File: src/rtl/lockin_settings_pkg.sv
// Constants, encodings and helper functions for the settings decoder.
package lockin_settings_pkg;

   // Register port widths.
   localparam int ADDR_W = 8;
   localparam int DATA_W = 32;

   // Register byte addresses.
   localparam logic [7:0] OUTPUT_ENABLE_ADDR = 8'h00;
   localparam logic [7:0] REFERENCE_SOURCE_ADDR = 8'h04;
   localparam logic [7:0] FIRST_RESERVE_ADDR = 8'h08;
   localparam logic [7:0] SECOND_RESERVE_ADDR = 8'h0C;
   localparam logic [7:0] FIRST_AVERAGE_ADDR = 8'h10;
   localparam logic [7:0] FIRST_SLOPE_ADDR = 8'h14;
   localparam logic [7:0] STATUS_ADDR = 8'h18;

   // Field positions.
   localparam int FIRST_OUT_BIT = 0;
   localparam int SECOND_OUT_BIT = 1;
   localparam int REF_BIT = 0;
   localparam int RESERVE_LSB = 0;
   localparam int MANT_W = 28;
   localparam int MANT_LSB = 0;
   localparam int SUFFIX_LSB = 28;
   localparam int KIND_LSB = 30;
   localparam int SLOPE_LSB = 0;
   localparam int REJECT_BIT = 0;

   // Reference source choices.
   typedef enum logic {
      external_reference_choice = 1'h0,
      internal_oscillator_choice = 1'h1
   } ref_source_t;

   // Dynamic reserve levels, highest reserve first.
   typedef enum logic [1:0] {
      reserve_level_high = 2'h0,
      reserve_level_medium = 2'h1,
      reserve_level_low = 2'h2,
      reserve_level_lower = 2'h3
   } reserve_t;

   // Averaging time write kinds; code 3 is refused.
   typedef enum logic [1:0] {
      avg_kind_off = 2'h0,
      avg_kind_auto = 2'h1,
      avg_kind_time = 2'h2,
      avg_kind_bad = 2'h3
   } avg_kind_t;

   // Multiplier suffixes; code 3 is refused.
   typedef enum logic [1:0] {
      suffix_seconds = 2'h0,
      suffix_milli = 2'h1,
      suffix_micro = 2'h2,
      suffix_bad = 2'h3
   } suffix_t;

   // Averaging time tokens: off, auto, then the 1-2-5 steps from 1 us.
   localparam int STEP_IDX_W = 5;
   localparam int STEP_COUNT = 25;
   localparam int DECADES = 8;
   localparam logic [4:0] AVG_CODE_OFF = 5'h00;
   localparam logic [4:0] AVG_CODE_AUTO = 5'h01;
   localparam logic [4:0] AVG_CODE_STEP0 = 5'h02;
   localparam logic [4:0] AVG_CODE_MAX = 5'h1A;
   localparam logic [4:0] AVG_CODE_1MS = 5'h0B;

   // Scale factors into microseconds.
   localparam logic [47:0] US_PER_US = 48'h000000000001;
   localparam logic [47:0] US_PER_MS = 48'h0000000003E8;
   localparam logic [47:0] US_PER_S = 48'h0000000F4240;
   localparam logic [47:0] DECADE_FACTOR = 48'h00000000000A;
   localparam logic [47:0] FIVE_FACTOR = 48'h000000000005;

   // Filter slopes in dB per octave.
   localparam logic [7:0] SLOPE_6DB = 8'h06;
   localparam logic [7:0] SLOPE_12DB = 8'h0C;
   localparam logic [7:0] SLOPE_18DB = 8'h12;
   localparam logic [7:0] SLOPE_24DB = 8'h18;

   // Reset values.
   localparam logic [1:0] OUT_ENABLE_RESET = 2'h0;
   localparam ref_source_t REF_RESET = internal_oscillator_choice;
   localparam reserve_t RESERVE_RESET = reserve_level_medium;
   localparam logic [4:0] AVG_RESET = AVG_CODE_OFF;
   localparam logic [7:0] SLOPE_RESET = SLOPE_24DB;

   // Length of step idx in microseconds: digit 1, 2 or 5 times a power of ten.
   function automatic logic [47:0] step_us(input logic [4:0] idx);
      logic [47:0] p;
      int decade;
      p = US_PER_US;
      decade = int'(idx) / 3;
      for (int i = 0; i < DECADES + 1; i++) begin
         if (i < decade) begin
            p = p * DECADE_FACTOR;
         end
      end
      unique case (int'(idx) % 3)
         0: step_us = p;
         1: step_us = p << 1;
         default: step_us = p * FIVE_FACTOR;
      endcase
   endfunction

   // True for one of the four accepted slopes.
   function automatic logic legal_slope(input logic [7:0] v);
      legal_slope = (v == SLOPE_6DB) || (v == SLOPE_12DB) ||
         (v == SLOPE_18DB) || (v == SLOPE_24DB);
   endfunction

endpackage

File: src/rtl/avg_round_if.sv
// Carries an averaging time value to the rounder and the step back.
`timescale 1ns/10ps
`default_nettype none
interface avg_round_if;
   logic [27:0] mantissa;
   logic [1:0] suffix;
   logic [4:0] step_idx;

   // The decoder offers a value, the rounder returns the step.
   modport requester (output mantissa, output suffix, input step_idx);
   modport rounder (input mantissa, input suffix, output step_idx);
endinterface
`default_nettype wire

File: src/rtl/average_time_rounder.sv
// Scales an averaging time to microseconds and rounds it to the nearest step.
`timescale 1ns/10ps
`default_nettype none
module average_time_rounder
   import lockin_settings_pkg::*;
(
   // Value in, step out.
   avg_round_if.rounder rnd
);
   logic [47:0] scale;
   logic [47:0] scaled_us;
   logic [4:0] idx;

   // Apply the micro or milli multiplier; bare numbers are seconds.
   always_comb begin
      unique case (rnd.suffix)
         suffix_micro: scale = US_PER_US;
         suffix_milli: scale = US_PER_MS;
         default: scale = US_PER_S;
      endcase
      scaled_us = {20'h00000, rnd.mantissa} * scale;
   end

   // Count the midpoints at or below the value; ties go to the longer step.
   always_comb begin
      idx = 5'h00;
      for (int k = 0; k < STEP_COUNT - 1; k++) begin
         if ({scaled_us, 1'b0} >= ({1'b0, step_us(5'(k))} + {1'b0, step_us(5'(k + 1))})) begin
            idx = 5'(k + 1);
         end
      end
   end

   assign rnd.step_idx = idx;
endmodule
`default_nettype wire

File: src/rtl/lockin_setting_command_decoder.sv
// Settings decoder: holds and reports output, reference, reserve and filter settings.
//
// Added by the designer: strobed register access and the register offsets.
`timescale 1ns/10ps
`default_nettype none
module lockin_setting_command_decoder
   import lockin_settings_pkg::*;
(
   // Clock and reset.
   input wire logic core_clk,
   input wire logic sys_rst,
   // Register port.
   input wire logic [7:0] reg_addr,
   input wire logic [31:0] reg_wdata,
   input wire logic reg_wr,
   input wire logic reg_rd,
   output logic [31:0] reg_rdata,
   // Settings toward the front end.
   output logic first_data_output_pin_en,
   output logic second_data_output_pin_en,
   output logic reference_source,
   output logic [1:0] first_reserve,
   output logic [1:0] second_reserve,
   output logic [4:0] first_average_code,
   output logic [7:0] first_filter_slope,
   output logic write_rejected
);

   logic first_en;
   logic second_en;
   ref_source_t ref_src;
   reserve_t res1;
   reserve_t res2;
   logic [4:0] avg_code;
   logic [7:0] slope;
   logic reject;
   logic [31:0] rdata;
   logic next_first_en;
   logic next_second_en;
   ref_source_t next_ref_src;
   reserve_t next_res1;
   reserve_t next_res2;
   logic [4:0] next_avg_code;
   logic [7:0] next_slope;
   logic next_reject;
   logic [31:0] next_rdata;
   avg_kind_t wr_kind;
   suffix_t wr_suffix;
   logic [7:0] wr_slope;
   logic bad_write;

   avg_round_if round_bus ();

   // Offer the written averaging time to the rounder.
   assign round_bus.mantissa = reg_wdata[MANT_LSB +: MANT_W];
   assign round_bus.suffix = reg_wdata[SUFFIX_LSB +: 2];

   average_time_rounder u_rounder (
      .rnd(round_bus.rounder)
   );

   // Decode the write data fields.
   assign wr_kind = avg_kind_t'(reg_wdata[KIND_LSB +: 2]);
   assign wr_suffix = suffix_t'(reg_wdata[SUFFIX_LSB +: 2]);
   assign wr_slope = reg_wdata[SLOPE_LSB +: 8];

   // Next settings: a valid write replaces a setting, anything else holds it.
   always_comb begin
      next_first_en = first_en;
      next_second_en = second_en;
      next_ref_src = ref_src;
      next_res1 = res1;
      next_res2 = res2;
      next_avg_code = avg_code;
      next_slope = slope;
      bad_write = 1'b0;
      if (reg_wr) begin
         unique case (reg_addr)
            OUTPUT_ENABLE_ADDR: begin
               next_first_en = reg_wdata[FIRST_OUT_BIT];
               next_second_en = reg_wdata[SECOND_OUT_BIT];
            end
            REFERENCE_SOURCE_ADDR: begin
               next_ref_src = ref_source_t'(reg_wdata[REF_BIT]);
            end
            FIRST_RESERVE_ADDR: begin
               next_res1 = reserve_t'(reg_wdata[RESERVE_LSB +: 2]);
            end
            SECOND_RESERVE_ADDR: begin
               next_res2 = reserve_t'(reg_wdata[RESERVE_LSB +: 2]);
            end
            FIRST_AVERAGE_ADDR: begin
               unique case (wr_kind)
                  avg_kind_off: next_avg_code = AVG_CODE_OFF;
                  avg_kind_auto: next_avg_code = AVG_CODE_AUTO;
                  avg_kind_time: begin
                     if (wr_suffix == suffix_bad) begin
                        bad_write = 1'b1;
                     end else begin
                        next_avg_code = AVG_CODE_STEP0 + round_bus.step_idx;
                     end
                  end
                  default: bad_write = 1'b1;
               endcase
            end
            FIRST_SLOPE_ADDR: begin
               if (legal_slope(wr_slope)) begin
                  next_slope = wr_slope;
               end else begin
                  bad_write = 1'b1;
               end
            end
            default: begin
               bad_write = 1'b0;
            end
         endcase
      end
   end

   // Refused writes raise a sticky flag; a new refusal beats a clear in the same cycle.
   always_comb begin
      next_reject = reject;
      if (reg_wr && reg_addr == STATUS_ADDR && reg_wdata[REJECT_BIT]) begin
         next_reject = 1'b0;
      end
      if (bad_write) begin
         next_reject = 1'b1;
      end
   end

   // Read data for the cycle after the read strobe; unmapped addresses read zero.
   always_comb begin
      next_rdata = 32'h00000000;
      if (reg_rd) begin
         unique case (reg_addr)
            OUTPUT_ENABLE_ADDR: begin
               next_rdata[FIRST_OUT_BIT] = first_en;
               next_rdata[SECOND_OUT_BIT] = second_en;
            end
            REFERENCE_SOURCE_ADDR: next_rdata[REF_BIT] = ref_src;
            FIRST_RESERVE_ADDR: next_rdata[RESERVE_LSB +: 2] = res1;
            SECOND_RESERVE_ADDR: next_rdata[RESERVE_LSB +: 2] = res2;
            FIRST_AVERAGE_ADDR: next_rdata[4:0] = avg_code;
            FIRST_SLOPE_ADDR: next_rdata[SLOPE_LSB +: 8] = slope;
            STATUS_ADDR: next_rdata[REJECT_BIT] = reject;
            default: next_rdata = 32'h00000000;
         endcase
      end
   end

   // Register all state; reset restores the defaults.
   always_ff @(posedge core_clk) begin
      if (sys_rst) begin
         first_en <= OUT_ENABLE_RESET[FIRST_OUT_BIT];
         second_en <= OUT_ENABLE_RESET[SECOND_OUT_BIT];
         ref_src <= REF_RESET;
         res1 <= RESERVE_RESET;
         res2 <= RESERVE_RESET;
         avg_code <= AVG_RESET;
         slope <= SLOPE_RESET;
         reject <= 1'b0;
         rdata <= 32'h00000000;
      end else begin
         first_en <= next_first_en;
         second_en <= next_second_en;
         ref_src <= next_ref_src;
         res1 <= next_res1;
         res2 <= next_res2;
         avg_code <= next_avg_code;
         slope <= next_slope;
         reject <= next_reject;
         rdata <= next_rdata;
      end
   end

   // Settings leave the block straight from their flip-flops.
   assign first_data_output_pin_en = first_en;
   assign second_data_output_pin_en = second_en;
   assign reference_source = ref_src;
   assign first_reserve = res1;
   assign second_reserve = res2;
   assign first_average_code = avg_code;
   assign first_filter_slope = slope;
   assign write_rejected = reject;
   assign reg_rdata = rdata;
endmodule
`default_nettype wire

File: config.mk
export PLATFORM = sky130hd
export DESIGN_NAME = lockin_setting_command_decoder
export DESIGN_NICKNAME = d
export VERILOG_FILES = /design/src/rtl/lockin_settings_pkg.sv /design/src/rtl/avg_round_if.sv /design/src/rtl/average_time_rounder.sv /design/src/rtl/lockin_setting_command_decoder.sv
export SDC_FILE = /design/constraint.sdc
export NUM_CORES = 1
export LEC_CHECK = 0
export ABC_CLOCK_PERIOD_IN_PS = 8100
export BUFFER_PORTS_ARGS = -buffer_cell sky130_fd_sc_hd__buf_2
export CORE_MARGIN = 1.5
export CORE_UTILIZATION = 24
export DETAILED_ROUTE_END_ITERATION = 12
export HOLD_SLACK_MARGIN = 0.02
export PLACE_DENSITY_LB_ADDON = 0.12
export SLEW_MARGIN = 25
export SYNTH_ARGS = -nofsm -noshare
export SYNTH_HDL_FRONTEND = slang
export SYNTH_HIERARCHICAL = 1
export SYNTH_SLANG_ARGS = --single-unit
File: constraint.sdc
create_clock -name core_clk -period 8.1 [get_ports core_clk]
set_clock_uncertainty 0.1 [all_clocks]
set_input_delay 0.405 -clock core_clk [delete_from_list [all_inputs] [get_ports core_clk]]
set_output_delay 0.405 -clock core_clk [all_outputs]
set_load 0.05 [all_outputs]
==> impl_metrics.json, run 1 <==
{
  "status": "finished, violations left",
  "failed_checks": "setup timing",
  "chipHeight_um": 254.2,
  "start_util": 0.2441,
  "setup_viol": 5,
  "hpwl_um": 43880,
  "track_usage": 0.1534,
  "n_fill_cell": 6527,
  "wl_met3_um": 636,
  "synth_top_area_share": 0.3133,
  "port_buffers": 72,
  "path_clk_slew_ps": 50,
  "cp_slowest_cell": "or4b_4",
  "ys_ff_latch": 29,
  "clock_latency_ps": 270,
  "synthFlopType": "dfxtp_1",
  "cp-end-kind": "flip-flop",
  "worst_slack_ps": -208.8,
  "gp_congestion": 0.8193,
  "r2r_cells": 4,
  "yosysWarningCount": 6,
  "drt_iter0_drc": 457,
  "grt_max_degree": 32,
  "route.detailed.drc": 0,
  "dr.pass1.iters": 7,
  "grt_first_pass_wirelength_um": 78030,
  "cp-start-kind": "input pin",
  "slew_headroom": 0.5166,
  "crit_family": "adder cells",
  "path_depth": 37,
  "worst_path_most_repeated_cell": "fa_1",
  "crit_end": "first_average_code[1]$_SDFFE_PP0P_",
  "cts_root_buf": "clkbuf_16",
  "fin_nets": 2648,
  "synth_top_area_cell": "fa_1",
  "cts_buffer_depth": 2,
  "path_buf_inv": 14,
  "antenna_left": 0,
  "hold_depth": 4,
  "synth-edff-count": 0,
  "vias": 13000,
  "num_rows": 91,
  "worstPathRequired_ps": 8200,
  "maxCapViolations": 0,
  "cts_tree": "yes",
  "syn_avg_cell_area_um2": 8.999,
  "critPathLaunch": "reg_wdata[28]",
  "netlist_area_um2": 15140,
  "slew_viol_final": 0,
  "async_flop_share": 0,
  "htree_levels": 2,
  "syn2layout_area_growth_pct": 36.65,
  "overflow": 0,
  "pre_cts_ws_ps": -1137,
  "slowest_delay_ps": 550,
  "crit_type": "input pin to flip-flop",
  "antenna_found_initial": 1,
  "period_needed_ps": 8309,
  "synth_area_leaders": "fa_1 (31%), ha_1 (22%), inv_1 (6.8%), dfxtp_1 (3.8%), nand2_1 (2.9%)",
  "cts_buffers": 5,
  "core_area_um2": 62050,
  "highest_layer": "met4",
  "finalHoldViolations": 0,
  "regArea_um2": 580.6,
  "layout_commonest_cell": "buf_4",
  "die-area_um2": 64620,
  "rsz0062_at_grt": "yes",
  "pin_count": 97,
  "drive_above_1_share": 0.3330,
  "wl_met2_um": 24660,
  "ys_seq_area_frac": 0.03833,
  "vias_per_cell": 4.422,
  "finalWirelength_um": 49040,
  "period_share": 1.026,
  "timing.rr.end": "reg_rdata[1]$_SDFF_PP0_",
  "wl_met1_um": 23290,
  "die_w_um": 254.2,
  "yosys.cell_types.count": 94,
  "worstPathArrival_ps": 8410,
  "layout_common_cells": "buf_4 (379), inv_1 (246), ha_1 (224)",
  "dpl_cell_area_um2": 19030,
  "multiInputGateArea_um2": 14310,
  "grt_pass1_vias": 13930,
  "fin_area_um2": 20690,
  "worstReg2RegStart": "first_average_code[1]$_SDFFE_PP0P_",
  "tightestPinTransition_ps": 722.7,
  "synth_cells": 1683,
  "reg2reg_slack_ps": 6810,
  "max_freq_mhz": 120.4,
  "clock_sinks": 29,
  "crit_fanout": 7,
  "wl_per_cell_um": 16.68,
  "min_path_type": "input pin to flip-flop"
}
-- registers in the layout, indices dropped and copies added, names as in the netlist --
register / cells
first_data_output_pin_en: 1
second_data_output_pin_en: 1
first_average_code: 5
second_reserve: 2
first_reserve: 2
first_filter_slope: 8
reference_source: 1
reg_rdata: 8
write_rejected: 1
-- per-layer routing --
layer | global-route usage | vias up
li1 | - | 6438
met1 | 0.2132 | 6424
met2 | 0.2745 | 123
met3 | 0.004389 | 16
met4 | 0.01224 | 0
met5 | 0 | -
-- synthesized netlist by cell type (4+ instances only) --
cell / n
a211o_1: 5
a211oi_1: 7
a21boi_0: 5
a21o_1: 19
a21oi_1: 73
a221oi_1: 4
a311oi_1: 4
a31oi_1: 16
a41oi_1: 4
and2_1: 68
and3_1: 11
and3_2: 4
and4_1: 4
buf_2: 17
buf_4: 26
clkbuf_1: 39
dfxtp_1: 29
fa_1: 237
ha_1: 266
inv_1: 274
mux2i_1: 14
nand2_1: 117
nand2b_1: 13
nand3_1: 30
nand4_1: 22
nor2_1: 69
nor2b_1: 31
nor3_1: 17
nor3b_1: 4
nor4_1: 7
nor4b_1: 5
o211ai_1: 11
o21a_1: 9
o21ai_0: 44
o21ai_1: 8
o21bai_1: 7
o22ai_1: 4
o31ai_1: 9
or2_2: 5
or3_1: 10
or4b_1: 4
xnor2_1: 24
xor2_1: 28
-- final cells by class --
cell class,count,area share
Sequential cell,29,0.02805
Clock buffer,5,0.006046
Clock inverter,3,0.0008464
Antenna cell,1,0.0001209
Timing Repair Buffer,473,0.1727
Multi-Input combinational cell,1318,0.6916
Tap cell,837,0.05060
Inverter,274,0.05006
-- worst reg2reg max path, stage by stage (launching register included) --
cell and delay, ps:
dfxtp_1 440, mux2i_1 120, nor2_1 100, a211oi_1 50, a2111oi_0 360
-- worst min path at each step --
stage | slack, ps | to | start
after floorplan | 420 | first_filter_slope[1]$_SDFFE_PP0P_ | reg_wdata[3]
after global placement | 370 | reg_rdata[7]$_SDFF_PP0_ | first_filter_slope[7]$_SDFFE_PP0P_
after detailed placement | 380 | second_reserve[0]$_SDFFE_PP1P_ | second_reserve[0]$_SDFFE_PP1P_
after CTS | 380 | reg_rdata[0]$_SDFF_PP0_ | reg_addr[5]
after global routing | 400 | reg_rdata[7]$_SDFF_PP0_ | first_filter_slope[7]$_SDFFE_PP0P_
final | 390 | reg_rdata[0]$_SDFF_PP0_ | reg_addr[5]
-- cell families after synthesis --
kind of cell               share of synthesized area
AOI/OAI and AO/OA                             0.1273
xor gates and xnor gates                     0.03297
buffers and inverters                        0.09831
adders and majority gates                     0.5330
other                                      0.0002476
DFF                                          0.03833
muxes                                        0.01074
and+or+nand+nor                               0.1590
-- stage by stage --
stage | utilization | cells | setup TNS [ps] | hold slack [ps]
detailed placement | 0.3067 | 2883 | -5328 | 377.6
CTS | 0.3193 | 2914 | -1478 | 381.7
floorplan | - | 1706 | 0 | 416.8
global placement | 0.3067 | 2883 | -5168 | 374.1
global route | 0.3335 | 2940 | -2328 | 396.4
finish | 0.3335 | 2940 | -864.0 | 385.2
-- what timing repair did --
item	in CTS	in global routing
setup buffers	22	24
setup endpoints to repair	5	5
hold buffers	0	0
gates cloned	1	2
pin swaps	75	116
gates resized for setup	92	144
Power of run 1 is left out: the tool's default activity adds up to more than one toggle a clock period on the data nets, which glitch-free logic cannot reach.
==> run 2: changes to the inputs <==
SYNTH_HIERARCHICAL = unset   (was 1)
==> impl_metrics.json, run 2 <==
{
  "status": "finished clean",
  "worstPathArrival_ps": 7900,
  "cp-start-kind": "input pin",
  "antenna_found_initial": 1,
  "cts_buffers": 5,
  "slew_viol_final": 0,
  "port_buffers": 72,
  "yosys.cell_types.count": 86,
  "fin_area_um2": 19180,
  "clock_latency_ps": 270,
  "dr.pass1.iters": 5,
  "timing.rr.end": "reg_rdata[1]$_SDFF_PP0_",
  "maxCapViolations": 0,
  "pin_count": 97,
  "period_needed_ps": 7856,
  "finalHoldViolations": 0,
  "grt_first_pass_wirelength_um": 78380,
  "min_path_type": "input pin to flip-flop",
  "cp-end-kind": "flip-flop",
  "crit_family": "adder cells",
  "layout_common_cells": "buf_4 (300), inv_1 (278), ha_1 (259)",
  "dpl_cell_area_um2": 18600,
  "r2r_cells": 4,
  "drt_iter0_drc": 439,
  "path_clk_slew_ps": 50,
  "ys_top_cells_by_count": "inv_1 (280), ha_1 (266), fa_1 (237)",
  "die_w_um": 254.1,
  "worstReg2RegStart": "second_reserve[1]$_SDFFE_PP0P_",
  "finalWirelength_um": 47520,
  "antenna_left": 0,
  "ys_seq_area_frac": 0.03836,
  "overflow": 0,
  "final_cells": 2882,
  "cts_tree": "yes",
  "crit_type": "input pin to flip-flop",
  "start_util": 0.2439,
  "clock_sinks": 29,
  "placed_cells_incl_taps": 2870,
  "cts_root_buf": "clkbuf_16",
  "vias": 13000,
  "cts_buffer_depth": 2,
  "worstPathRequired_ps": 8140,
  "n_fill_cell": 6755,
  "hold_end": "reg_rdata[0]$_SDFF_PP0_",
  "rsz0062_at_grt": "yes",
  "num_rows": 91,
  "hold_depth": 2,
  "core_area_um2": 62050,
  "slowest_delay_ps": 580,
  "ys_ff_latch": 29,
  "fin_util": 0.3091,
  "setup_viol": 0,
  "synth_cells": 1715,
  "period_share": 0.9699,
  "chipHeight_um": 254.1,
  "cts_hold_buffers": 0,
  "hpwl_um": 43280,
  "layout_commonest_cell": "buf_4",
  "syn_avg_cell_area_um2": 8.825,
  "critPathLaunch": "reg_wdata[29]",
  "route.detailed.drc": 0,
  "yosysWarningCount": 0,
  "track_usage": 0.1540,
  "cp_slowest_cell": "or4_4",
  "crit_fanout": 11,
  "synth-edff-count": 0,
  "max_freq_mhz": 127.3,
  "die-area_um2": 64580,
  "synth_area_leaders": "fa_1 (31%), ha_1 (22%), inv_1 (6.9%), dfxtp_1 (3.8%), and2_1 (2.9%)",
  "grt_max_degree": 31,
  "reg2reg_slack_ps": 6630,
  "syn2layout_area_growth_pct": 26.73,
  "grt_pass1_vias": 14200,
  "fin_nets": 2592,
  "worst_path_most_repeated_cell": "fa_1",
  "final.setup.tns_ps": 0,
  "netlist_area_um2": 15130,
  "synth_top_area_cell": "fa_1",
  "synthFlopType": "dfxtp_1",
  "diodes": 0,
  "slew_headroom": 0.3516,
  "yosysMostFrequentCell": "inv_1",
  "drive_above_1_share": 0.2391,
  "min-delay-start": "reg_addr[2]",
  "path_buf_inv": 8,
  "tightestPinTransition_ps": 965.2,
  "wl_per_cell_um": 16.49,
  "gp_congestion": 0.8307,
  "synth_top_area_share": 0.3135,
  "htree_levels": 2,
  "async_flop_share": 0,
  "vias_per_cell": 4.509
}
## run 2: cell types whose count changed in the layout (fill, tap and decap cells not counted), moves of 12 or more
cell / previous run / this run
ha_4: 38 / 6
a21oi_1: 58 / 70
ha_1: 224 / 259
inv_1: 246 / 278
buf_4: 379 / 300
fa_2: 18 / 2
fa_1: 219 / 235
inv_2: 25 / 2
nor3_1: 15 / 27
## run 2: how the worst max path moves through the flow
stage,to,slack [ps],depth (start not counted)
after floorplan,first_average_code[2]$_SDFFE_PP0P_,30,29
after global placement,first_average_code[0]$_SDFFE_PP0P_,-610,31
after detailed placement,first_average_code[1]$_SDFFE_PP0P_,-660,31
after CTS,first_average_code[2]$_SDFFE_PP0P_,-10,31
after global routing,first_average_code[3]$_SDFFE_PP0P_,-4,31
final,first_average_code[2]$_SDFFE_PP0P_,240,29
## run 2: per-stage QoR
stage                     setup WS, ps  hold slack [ps]
after detailed placement        -657.0            377.0
after global routing            -4.430            309.9
after global placement          -611.5            376.5
after floorplan                  25.77            419.4
after CTS                       -9.506            291.1
final                            243.6            302.5
## run 2: routing by layer
layer,track usage,part of all wire,up-vias
li1,-,-,6416
met1,0.2160,0.49,6415
met2,0.2674,0.48,136
met3,0.007784,0.017,28
met4,0.01871,0.013,0
met5,0,0,-
## run 2: final cells by class
| cell class | instances | area (µm²) | share of cell area |
|---|---|---|---|
| inverter | 280 | 1051 | 0.05480 |
| multi-input combinational | 1347 | 13560 | 0.7072 |
| tap | 837 | 1047 | 0.05460 |
| timing repair buffer | 382 | 2795 | 0.1457 |
| clock buffer | 7 | 142.6 | 0.007437 |
| sequential | 29 | 580.6 | 0.03027 |
## run 2: cell families (layout without fill, tap and decap cells)
logic type / Yosys count / in the layout / synth area share
buffers and inverters: 362 / 669 / 0.09689
XOR/XNOR: 35 / 35 / 0.02026
adder cells (fa/ha/maj): 503 / 503 / 0.5334
other: 1 / 24 / 0.0002478
flip-flops: 29 / 29 / 0.03836
AO/OA/AOI/OAI: 320 / 320 / 0.1452
AND/OR/NAND/NOR: 453 / 453 / 0.1576
multiplexers: 12 / 12 / 0.008102
## run 2: what timing repair did
item,CTS,global route
pin swaps,3,32
gates resized for setup,29,65
setup buffers,3,2
endpoints found under the setup margin,5,5
Power of run 2 is left out for the same reason.
==> run 3: changes to the inputs <==
GPL_TIMING_DRIVEN = 0   (was unset)
==> impl_metrics.json, run 3 (synthesized netlist as in run 2, its figures left out) <==
{
  "route.detailed.drc": 0,
  "start_util": 0.2439,
  "timing.rr.end": "reg_rdata[1]$_SDFF_PP0_",
  "antenna_left": 0,
  "reg2reg_slack_ps": 6610,
  "drive_above_1_share": 0.1657,
  "layout_common_cells": "inv_1 (267), ha_1 (251), fa_1 (228)",
  "wl_per_cell_um": 17.38,
  "cts_tree": "yes",
  "worstPathRequired_ps": 8140,
  "crit_fanout": 9,
  "worstReg2RegStart": "second_reserve[1]$_SDFFE_PP0P_",
  "overflow": 0,
  "path_clk_slew_ps": 50,
  "gp_congestion": 0.8255,
  "grt_max_degree": 17,
  "slew_viol_final": 0,
  "multiInputGateArea_um2": 14010,
  "cts_buffers": 5,
  "n_fill_cell": 6720,
  "layout_commonest_cell": "inv_1",
  "cp-start-kind": "input pin",
  "period_share": 0.9682,
  "pin_count": 97,
  "finalHoldViolations": 0,
  "grt_pass1_vias": 13010,
  "finalWirelength_um": 46360,
  "min_path_type": "input pin to flip-flop",
  "port_buffers": 65,
  "die_w_um": 254.1,
  "min-delay-start": "reg_addr[2]",
  "clock_sinks": 29,
  "worstPathArrival_ps": 7880,
  "max_freq_mhz": 127.5,
  "pre_cts_ws_ps": -2070,
  "cts_root_buf": "clkbuf_16",
  "drt_iter0_drc": 557,
  "setup_viol": 0,
  "chipHeight_um": 254.1,
  "cp_slowest_cell": "fa_1",
  "wl_met3_um": 853,
  "crit_type": "input pin to flip-flop",
  "maxCapViolations": 0,
  "fin_util": 0.2881,
  "hold_end": "reg_rdata[0]$_SDFF_PP0_",
  "hold_depth": 2,
  "clock_latency_ps": 270,
  "highest_layer": "met4",
  "core_area_um2": 62050,
  "vias": 12160,
  "wl_met2_um": 22260,
  "final_cells": 2667,
  "worst_slack_ps": 257.5,
  "slowest_delay_ps": 540,
  "placed_cells_incl_taps": 2640,
  "grt_first_pass_wirelength_um": 74580,
  "vias_per_cell": 4.560,
  "hpwl_um": 41230,
  "cts_buffer_depth": 2,
  "r2r_cells": 4,
  "antenna_found_initial": 1,
  "die-area_um2": 64580,
  "tightestPinTransition_ps": 689.3,
  "wl_met1_um": 22700,
  "fin_nets": 2375,
  "worst_path_most_repeated_cell": "fa_1",
  "track_usage": 0.1477,
  "regArea_um2": 580.6,
  "htree_levels": 2,
  "period_needed_ps": 7843,
  "cp-end-kind": "flip-flop",
  "num_rows": 91,
  "final.setup.tns_ps": 0,
  "syn2layout_area_growth_pct": 18.14,
  "dr.pass1.iters": 5,
  "slew_headroom": 0.5372,
  "status": "finished clean"
}
[run 3: stage by stage]
step | area [µm²] | hold slack, ps
final | 17880 | 308.1
after CTS | 17260 | 303.9
after floorplan | 15230 | 419.4
after detailed placement | 16610 | 374.1
after global routing | 17880 | 323.3
after global placement | 16600 | 375.8
[run 3: final cells by class]
type	count	share of cell area
antenna	1	0.0001400
buffer	70	0.02568
clock buffer	7	0.008537
clock inverter	1	0.0002799
inverter	280	0.05913
multi-input combinational	1347	0.7838
sequential	29	0.03247
tap	837	0.05857
timing repair buffer	95	0.03142
[run 3: how the worst max path moves through the flow]
stage | slack (ps) | depth (start not counted) | end | start
floorplan | 30 | 29 | first_average_code[2]$_SDFFE_PP0P_ | reg_wdata[28]
global placement | -2450 | 30 | first_average_code[1]$_SDFFE_PP0P_ | reg_wdata[28]
detailed placement | -2070 | 30 | first_average_code[1]$_SDFFE_PP0P_ | reg_wdata[28]
CTS | 3 | 30 | first_average_code[0]$_SDFFE_PP0P_ | reg_wdata[28]
global route | -40 | 28 | first_average_code[1]$_SDFFE_PP0P_ | reg_wdata[28]
finish | 260 | 29 | first_average_code[1]$_SDFFE_PP0P_ | reg_wdata[28]
[run 3: metal layers]
layer | up-vias | global-route usage
li1 | 5974 | -
met1 | 6032 | 0.2137
met2 | 137 | 0.2496
met3 | 19 | 0.006555
met4 | 0 | 0.01616
met5 | - | 0
[run 3: what timing repair did]
item / 4_1_cts / 5_1_grt
hold buffers: 0 / 0
endpoints found under the setup margin: 5 / 5
resized for setup: 115 / 128
buffers inserted: 10 / 19
gates cloned: 1 / 0
pin swaps: 21 / 66
[run 3: worst max-delay path, delay by kind of cell]
kind,cells,cell delay (ps)
buffers and inverters,8,860
adder cells (fa/ha/maj),9,4010
AND/OR/NAND/NOR,4,840
AO/OA/AOI/OAI,8,1740
Power of run 3 is left out for the same reason.
